## src/core/scm_pkg.sv

```systemverilog
package scm_pkg;
	// Source select codes
	typedef enum logic [1:0] {
		SCM_SRC_RC = 2'h0,
		SCM_SRC_EXT = 2'h1,
		SCM_SRC_PLL = 2'h2
	} scm_src_t;

	// Switch sequencer states, one-hot
	typedef enum logic [3:0] {
		SCM_ST_RUN = 4'h1,
		SCM_ST_GATE = 4'h2,
		SCM_ST_WAIT = 4'h4,
		SCM_ST_OPEN = 4'h8
	} scm_state_t;

	// Prescaler settings for the three bus domains
	typedef struct packed {
		logic [3:0] sys_div;
		logic [2:0] hs_div;
		logic [2:0] ls_div;
	} scm_presc_t;

	// Per-domain clock enable pulses
	typedef struct packed {
		logic sys_en;
		logic hs_en;
		logic ls_en;
	} scm_ticks_t;

	localparam int unsigned SCM_CLK_HZ = 50000000;
	localparam int unsigned SCM_RC_HZ = 8000000;
	localparam int unsigned SCM_RC_PLL_MAX_HZ = 64000000;
	// Multiplier code n gives a ratio of n + 2, so the 64 MHz cap fits the 4-bit field
	localparam int unsigned SCM_PLL_MUL_BIAS = 2;
	localparam logic [3:0] SCM_RC_PLL_MAX_MUL = 4'(SCM_RC_PLL_MAX_HZ / (SCM_RC_HZ / 2) - SCM_PLL_MUL_BIAS);
	// Failure monitor: external clock must toggle within this window
	localparam int unsigned SCM_FAIL_TIME_NS = 2000;
	localparam int unsigned SCM_FAIL_CYC = (SCM_FAIL_TIME_NS * (SCM_CLK_HZ / 1000000)) / 1000;
	localparam logic [7:0] SCM_FAIL_CNT = 8'(SCM_FAIL_CYC);
	// Countdown loaded for each wait around a source change; the gated clock stays off 11 cycles in all
	localparam logic [3:0] SCM_GAP_CYC = 4'h4;
	localparam logic [7:0] SCM_CNT_ZERO = 8'h00;
	localparam logic [3:0] SCM_GAP_ZERO = 4'h0;
	localparam logic [7:0] SCM_DIV_ZERO = 8'h00;
	localparam logic [7:0] SCM_DIV_ONE = 8'h01;

	// Divide ratio is 2**code, held at 256 for codes 8 and up
	function automatic logic [7:0] scm_div_max(input logic [3:0] code);
		scm_div_max = 8'((9'h001 << code) - 9'h001);
	endfunction
endpackage

```

## src/core/scm_clock_select_monitor.sv

```systemverilog
`timescale 1ns/1ps
// Functional notes
// - Reset always selects internal fast RC as core clock source.
// - External fast oscillator selectable; supervised for failure while used.
// - External failure falls back to internal RC without software.
// - Failure raises interrupt request only when its enable is set.
// - PLL input path failure is also reported as interrupt.
// - Separate prescalers for system bus, high- and low-speed peripheral domains.
// - RC-referenced PLL limited to 64 MHz system clock.
// - Deep stop disables PLL, internal RC and external oscillator.
module scm_clock_select_monitor
	import scm_pkg::*;
(
	input wire logic ref_clk_in,
	input wire logic rst_in,
	input wire scm_pkg::scm_src_t src_req_in,
	input wire logic pll_ref_ext_in,
	input wire logic [3:0] pll_mul_in,
	input wire logic pll_en_in,
	input wire logic external_fast_osc_en_in,
	input wire logic monitor_en_in,
	input wire logic fail_irq_en_in,
	input wire logic pll_irq_en_in,
	input wire logic fail_clear_in,
	input wire logic deep_stop_in,
	input wire logic external_fast_osc_clk_in,
	input wire logic pll_lock_in,
	input wire scm_pkg::scm_presc_t presc_in,
	output logic internal_fast_rc_on_out,
	output logic external_fast_osc_on_out,
	output logic pll_on_out,
	output logic [3:0] pll_mul_out,
	output scm_pkg::scm_src_t src_sel_out,
	output logic core_clk_gate_out,
	output logic switching_out,
	output logic ext_fail_out,
	output logic irq_out,
	output logic usb_clock_ok_out,
	output scm_pkg::scm_ticks_t ticks_out
);
	import scm_pkg::*;

	scm_state_t state_q;
	scm_src_t src_q;
	scm_src_t target_q;
	logic [3:0] gap_q;
	logic [7:0] mon_q;
	logic ext_s1_q;
	logic ext_s2_q;
	logic ext_s3_q;
	logic fail_q;
	logic pll_fail_q;
	logic [7:0] sys_cnt_q;
	logic [7:0] hs_cnt_q;
	logic [7:0] ls_cnt_q;
	logic ext_edge;
	logic ext_in_use;
	logic fail_evt;
	logic pll_on_d;
	logic src_ok;

	assign ext_in_use = external_fast_osc_on_out && (src_q == SCM_SRC_EXT || (src_q == SCM_SRC_PLL && pll_ref_ext_in));
	assign ext_edge = ext_s2_q ^ ext_s3_q;
	// Monitor times out when no edge is seen for the failure window
	assign fail_evt = monitor_en_in && ext_in_use && (mon_q == SCM_FAIL_CNT);
	assign pll_on_d = pll_en_in && !deep_stop_in && !(pll_ref_ext_in && fail_q);
	// An EXT or PLL request is honoured only if its source is running and not failed; an RC request is always honoured
	always_comb
	begin
		unique case (src_req_in)
			SCM_SRC_EXT: src_ok = external_fast_osc_on_out && !fail_q;
			SCM_SRC_PLL: src_ok = pll_on_out && pll_lock_in && !(pll_ref_ext_in && fail_q);
			default: src_ok = 1'b1;
		endcase
	end

	// External clock sampling; only the second and third stages are compared
	always_ff @(posedge ref_clk_in)
	begin
		if (rst_in)
		begin
			ext_s1_q <= 1'b0;
			ext_s2_q <= 1'b0;
			ext_s3_q <= 1'b0;
		end
		else
		begin
			ext_s1_q <= external_fast_osc_clk_in;
			ext_s2_q <= ext_s1_q;
			ext_s3_q <= ext_s2_q;
		end
	end

	always_ff @(posedge ref_clk_in)
	begin
		if (rst_in || ext_edge || !ext_in_use || fail_evt)
			mon_q <= SCM_CNT_ZERO;
		else
			mon_q <= mon_q + SCM_DIV_ONE;
	end

	// Sticky failure flags; a new failure wins over a clear in the same cycle
	always_ff @(posedge ref_clk_in)
	begin
		if (rst_in)
		begin
			fail_q <= 1'b0;
			pll_fail_q <= 1'b0;
		end
		else
		begin
			fail_q <= fail_evt || (fail_q && !fail_clear_in);
			pll_fail_q <= (fail_evt && pll_ref_ext_in && pll_en_in) || (pll_fail_q && !fail_clear_in);
		end
	end

	assign irq_out = (fail_q && fail_irq_en_in) || (pll_fail_q && pll_irq_en_in);
	assign ext_fail_out = fail_q;

	// Oscillator enables; deep stop turns off all fast sources
	always_ff @(posedge ref_clk_in)
	begin
		if (rst_in)
		begin
			internal_fast_rc_on_out <= 1'b1;
			external_fast_osc_on_out <= 1'b0;
			pll_on_out <= 1'b0;
			pll_mul_out <= SCM_GAP_ZERO;
		end
		else
		begin
			internal_fast_rc_on_out <= !deep_stop_in;
			external_fast_osc_on_out <= external_fast_osc_en_in && !deep_stop_in;
			pll_on_out <= pll_on_d;
			// Cap the multiplier when the RC feeds the PLL
			if (!pll_ref_ext_in && pll_mul_in > SCM_RC_PLL_MAX_MUL)
				pll_mul_out <= SCM_RC_PLL_MAX_MUL;
			else
				pll_mul_out <= pll_mul_in;
		end
	end

	// Switch sequencer: gate off, wait, change mux, wait, gate on
	always_ff @(posedge ref_clk_in)
	begin
		if (rst_in)
		begin
			state_q <= SCM_ST_RUN;
			src_q <= SCM_SRC_RC;
			target_q <= SCM_SRC_RC;
			gap_q <= SCM_GAP_ZERO;
		end
		else
		begin
			unique case (state_q)
				SCM_ST_RUN:
				begin
					if (fail_evt && src_q != SCM_SRC_RC)
					begin
						target_q <= SCM_SRC_RC;
						state_q <= SCM_ST_GATE;
					end
					else if (src_req_in != src_q && src_ok)
					begin
						target_q <= src_req_in;
						state_q <= SCM_ST_GATE;
					end
				end
				SCM_ST_GATE:
				begin
					gap_q <= SCM_GAP_CYC;
					state_q <= SCM_ST_WAIT;
				end
				SCM_ST_WAIT:
				begin
					if (gap_q == SCM_GAP_ZERO)
					begin
						src_q <= target_q;
						gap_q <= SCM_GAP_CYC;
						state_q <= SCM_ST_OPEN;
					end
					else
						gap_q <= gap_q - 4'h1;
				end
				SCM_ST_OPEN:
				begin
					if (gap_q == SCM_GAP_ZERO)
						state_q <= SCM_ST_RUN;
					else
						gap_q <= gap_q - 4'h1;
				end
				default:
					state_q <= SCM_ST_RUN;
			endcase
		end
	end

	// Mux changes only while the core clock gate is closed
	assign core_clk_gate_out = (state_q == SCM_ST_RUN) && !deep_stop_in;
	assign switching_out = state_q != SCM_ST_RUN;
	assign src_sel_out = src_q;
	// Status only; the 48 MHz ratio is software's choice
	assign usb_clock_ok_out = external_fast_osc_on_out && pll_on_out && pll_ref_ext_in && pll_lock_in;

	// Cascaded prescalers; limits of 72 and 36 MHz are left to software
	always_ff @(posedge ref_clk_in)
	begin
		if (rst_in)
		begin
			sys_cnt_q <= SCM_DIV_ZERO;
			hs_cnt_q <= SCM_DIV_ZERO;
			ls_cnt_q <= SCM_DIV_ZERO;
			ticks_out <= '0;
		end
		else
		begin
			ticks_out.sys_en <= (sys_cnt_q == SCM_DIV_ZERO) && core_clk_gate_out;
			ticks_out.hs_en <= 1'b0;
			ticks_out.ls_en <= 1'b0;
			if (!core_clk_gate_out)
				sys_cnt_q <= sys_cnt_q;
			else if (sys_cnt_q >= scm_div_max(presc_in.sys_div))
				sys_cnt_q <= SCM_DIV_ZERO;
			else
				sys_cnt_q <= sys_cnt_q + SCM_DIV_ONE;
			if (core_clk_gate_out && sys_cnt_q == SCM_DIV_ZERO)
			begin
				ticks_out.hs_en <= hs_cnt_q == SCM_DIV_ZERO;
				ticks_out.ls_en <= ls_cnt_q == SCM_DIV_ZERO;
				hs_cnt_q <= (hs_cnt_q >= scm_div_max({1'b0, presc_in.hs_div})) ? SCM_DIV_ZERO : hs_cnt_q + SCM_DIV_ONE;
				ls_cnt_q <= (ls_cnt_q >= scm_div_max({1'b0, presc_in.ls_div})) ? SCM_DIV_ZERO : ls_cnt_q + SCM_DIV_ONE;
			end
		end
	end
endmodule

```

## config.mk

```make
export PLATFORM = sky130hd
export DESIGN_NAME = scm_clock_select_monitor
export DESIGN_NICKNAME = d
export VERILOG_FILES = /design/src/core/scm_pkg.sv /design/src/core/scm_clock_select_monitor.sv
export SDC_FILE = /design/constraint.sdc
export NUM_CORES = 1
export LEC_CHECK = 0
export ABC_AREA = 0
export BUFFER_PORTS_ARGS = -buffer_cell sky130_fd_sc_hd__buf_2
export CAP_MARGIN = 20
export CELL_PAD_IN_SITES_DETAIL_PLACEMENT = 1
export CELL_PAD_IN_SITES_GLOBAL_PLACEMENT = 1
export CORE_ASPECT_RATIO = 1.75
export CORE_UTILIZATION = 27
export CTS_CLUSTER_SIZE = 12
export DETAILED_ROUTE_END_ITERATION = 8
export GPL_TIMING_DRIVEN = 0
export PLACE_DENSITY = 0.6
export SETUP_SLACK_MARGIN = 0.4
export SKIP_LAST_GASP = 1
export SLEW_MARGIN = 20
export SYNTH_ARGS = -nofsm -noshare
export SYNTH_HDL_FRONTEND = slang
export SYNTH_SLANG_ARGS = --single-unit
```

## constraint.sdc

```tcl
create_clock -name ref_clk_in -period 4.74 [get_ports ref_clk_in]
set_input_delay 0.474 -clock ref_clk_in [delete_from_list [all_inputs] [get_ports ref_clk_in]]
set_output_delay 0.474 -clock ref_clk_in [all_outputs]
set_load 0.1 [all_outputs]
```

==> out/results.tsv <==
metric	value	unit
firstDrtPassIters	4	
slew_viol_final	0	
ys_seq_area_frac	0.333	
vias_per_cell	4.98	
first_iter_violations	98	
synth_edf_count	0	
r2r_start	sys_cnt_q[0]$_SDFFE_PP0P_	
ctsResizeCount	0	
layout.nets	538	
grt_antenna_before_repair	0	
worstSetupStartpointType	input port	
endpoint_kind	register	
gr-usage-all-layers	0.151	
grt_pass1_vias	3449	
synthCells	417	
r2r_cells	7	
initial_utilization	0.276	
placed_area	0.00399	mm2
powerDensity	329	mW/mm2
rrSetupSlack	2.32	ns
yosysUniqueCellTypes	57	
drt-met1-wl	3.74	mm
maxClockFrequency	331	MHz
synth_ff_type	dfxtp_1	
hold_violations	0	
netlist_area	0.00355	mm2
rsz0062_at_grt	false	
drc	0	
finalClockSkew	0.00497	ns
yosysWarnings	0	
row_count	55	
floorplan.die.height	154	um
wl_met2	5.24	mm
syn2layout_area_growth	20.6	%
avgRoutedWirePerCell	14.6	um
htreeDepth	3	
gp_congestion	0.780	
cts_setup_buffers	0	
setup-tns-final	0	ns
vdd_drop_max	143	uV
hold_end	external_fast_osc_on_out$_SDFF_PP0_	
design_area	0.00428	mm2
cts_buffer_depth	2	
setup_ws	1.71	ns
syn_avg_cell_area	8.52	um2
hpwlAfterDp	7.62	mm
final-setup-viol-count	0	
clock_latency	0.32	ns
arrival	3.26	ns
fin_crit	3.03	ns
num_vias	3231	
outcome	complete, no violations	
maxCapViolations	0	
tritoncts	done	
critPathMaxFanout	7	
cts_root_buffer	clkbuf_16	
io_buffers	44	
leakage	1.81	nW
dp_cells	633	
ff_latch_area	0.00118	mm2
grt_pass1_wl	16.0	mm
final_cells	649	
hold_slack	0.357	ns
hold_path_class	in -> reg	
fillers	1592	
min_from	external_fast_osc_en_in	
io_pins	45	
power.total	1.41	mW
ys_ff_latch	59	
fp.dieW	88.7	um
reg2reg_to	sys_cnt_q[5]$_SDFFE_PP0P_	
overflow	0	
layout-drive-gt1-share	0.157	
fin_crit_sh	0.638	
cts.clk_slew.worst_paths	0.05	ns
coreArea	0.0129	mm2
critical_path_class	in -> reg	
final_core_util	0.333	
holdBufCountCts	0	
wirelength	9.45	mm
async_flop_share	0	
slew_headroom	0.543	
multiInputGateArea	0.00224	mm2
grt_max_degree	11	
met3_length	240	um
worstMarginPinSlew	0.683	ns
highest_layer	met4	
worstHoldPathCells	2	
post-place-ws	1.35	ns
die-area	0.0136	mm2
clock-sinks	59	
antennaDiodeCount	0	
required	4.97	ns
drtAntennaViolNets	0	
cts_buffers	9	
==> synthesized netlist by cell type (all sizes together) (2+ instances only) <==
| cell | n | share of area |
|---|---|---|
| nor2 | 31 | 0.037 |
| a211oi | 3 | 0.0063 |
| o31a | 2 | 0.0049 |
| nand3b | 10 | 0.021 |
| and3b | 3 | 0.0074 |
| a311oi | 2 | 0.0099 |
| a21o | 4 | 0.0085 |
| xnor2 | 3 | 0.0074 |
| o21a | 4 | 0.0085 |
| a2111oi | 2 | 0.0049 |
| nor2b | 9 | 0.016 |
| nor3 | 9 | 0.013 |
| or4 | 3 | 0.0063 |
| nand3 | 35 | 0.049 |
| o21ai | 10 | 0.014 |
| nor4b | 5 | 0.017 |
| o22ai | 3 | 0.0053 |
| nand2b | 9 | 0.018 |
| nand4b | 7 | 0.017 |
| clkbuf | 6 | 0.0063 |
| nor3b | 2 | 0.0042 |
| mux2i | 5 | 0.014 |
| o311ai | 3 | 0.014 |
| and4b | 2 | 0.0056 |
| dfxtp | 59 | 0.33 |
| or2 | 3 | 0.0053 |
| ha | 37 | 0.13 |
| buf | 5 | 0.0074 |
| o2111ai | 2 | 0.0049 |
| nor4 | 2 | 0.0035 |
| nand2 | 42 | 0.047 |
| inv | 23 | 0.024 |
| a31oi | 13 | 0.023 |
| xor2 | 8 | 0.020 |
| and2 | 2 | 0.0035 |
| and3 | 11 | 0.019 |
| or3 | 6 | 0.011 |
| a21oi | 23 | 0.032 |
==> critical path: stages <==
cell      delay [ns]
buf_2           0.13
or4_1           0.58
ha_1            0.27
a21o_1          0.19
a32oi_1         0.21
ha_1            0.26
nand2_1         0.08
o21ai_1         0.13
a311oi_4        0.51
nand2_4         0.15
o311ai_2        0.28
==> how the worst max path moves through the flow <==
stage | from | slack (ns) | endpoint
after global placement | presc_in[9] | 1.39 | sys_cnt_q[6]$_SDFFE_PP0P_
after floorplan | presc_in[9] | 1.83 | sys_cnt_q[5]$_SDFFE_PP0P_
after detailed placement | presc_in[9] | 1.35 | sys_cnt_q[5]$_SDFFE_PP0P_
final | presc_in[9] | 1.71 | sys_cnt_q[5]$_SDFFE_PP0P_
after global routing | presc_in[9] | 1.54 | sys_cnt_q[6]$_SDFFE_PP0P_
after CTS | presc_in[9] | 1.69 | sys_cnt_q[6]$_SDFFE_PP0P_
==> registers in the layout, indices dropped and copies added, names as in the netlist <==
name                      count
external_fast_osc_on_out      1
target_q                      2
mon_q                         8
ext_s3_q                      1
ext_fail_out                  1
pll_fail_q                    1
sys_cnt_q                     8
ticks_out                     3
pll_mul_out                   4
ext_s2_q                      1
hs_cnt_q                      8
gap_q                         4
internal_fast_rc_on_out       1
pll_on_out                    1
ext_s1_q                      1
ls_cnt_q                      8
src_sel_out                   2
state_q                       4
==> per-layer routing <==
layer | GRT usage | vias to the layer above
li1 | - | 1623
met3 | 0.0263 | 17
met4 | 0.0645 | 0
met2 | 0.289 | 48
met5 | 0 | -
met1 | 0.154 | 1543
==> cells by family (layout without fill, tap and decap cells) <==
| group | count (synthesis) | after routing | share of synthesized area |
|---|---|---|---|
| buf+inv | 34 | 94 | 0.0381 |
| compound gates | 77 | 77 | 0.151 |
| simple gates | 193 | 193 | 0.306 |
| flops | 59 | 59 | 0.333 |
| fa+ha+maj | 37 | 37 | 0.130 |
| other cells | 1 | 2 | 0.00106 |
| xor+xnor | 11 | 11 | 0.0271 |
| mux | 5 | 5 | 0.0141 |
==> where the power goes <==
group | switching, mW | internal, mW | leakage [nW]
Clock | 0.222 | 0.415 | 0.152
Sequential | 0.0155 | 0.515 | 0.479
Combinational | 0.167 | 0.0734 | 1.18
==> placed cells by master, fill, tap and decap left out, types with 3 or more instances in the layout <==
cell,Yosys,routed
a211oi_1,3,3
a21o_1,4,4
a21oi_1,23,23
a31oi_1,13,13
and3_1,11,11
and3b_1,3,3
buf_2,3,47
clkbuf_1,6,6
clkbuf_16,0,9
clkinv_2,0,5
dfxtp_1,59,59
ha_1,37,37
inv_1,22,22
mux2i_1,5,5
nand2_1,41,41
nand2b_1,8,8
nand3_1,35,35
nand3b_1,10,10
nand4b_1,7,7
nor2_1,30,30
nor2b_1,9,9
nor3_1,9,9
nor4b_1,4,4
o21a_1,4,4
o21ai_0,8,8
o22ai_1,3,3
o311ai_2,3,3
or3_1,6,6
or4_1,3,3
xnor2_1,3,3
xor2_1,8,8
==> final cells by class <==
cell class                 count  share of cell area
inverter                      23              0.0202
tap                          171              0.0500
clock inverter                 6              0.0129
timing repair buffer          44              0.0514
clock buffer                  10              0.0558
multi-input combinational    325               0.523
sequential                    59               0.276
buffer                        11              0.0114
(Power assumes the default switching activity.)
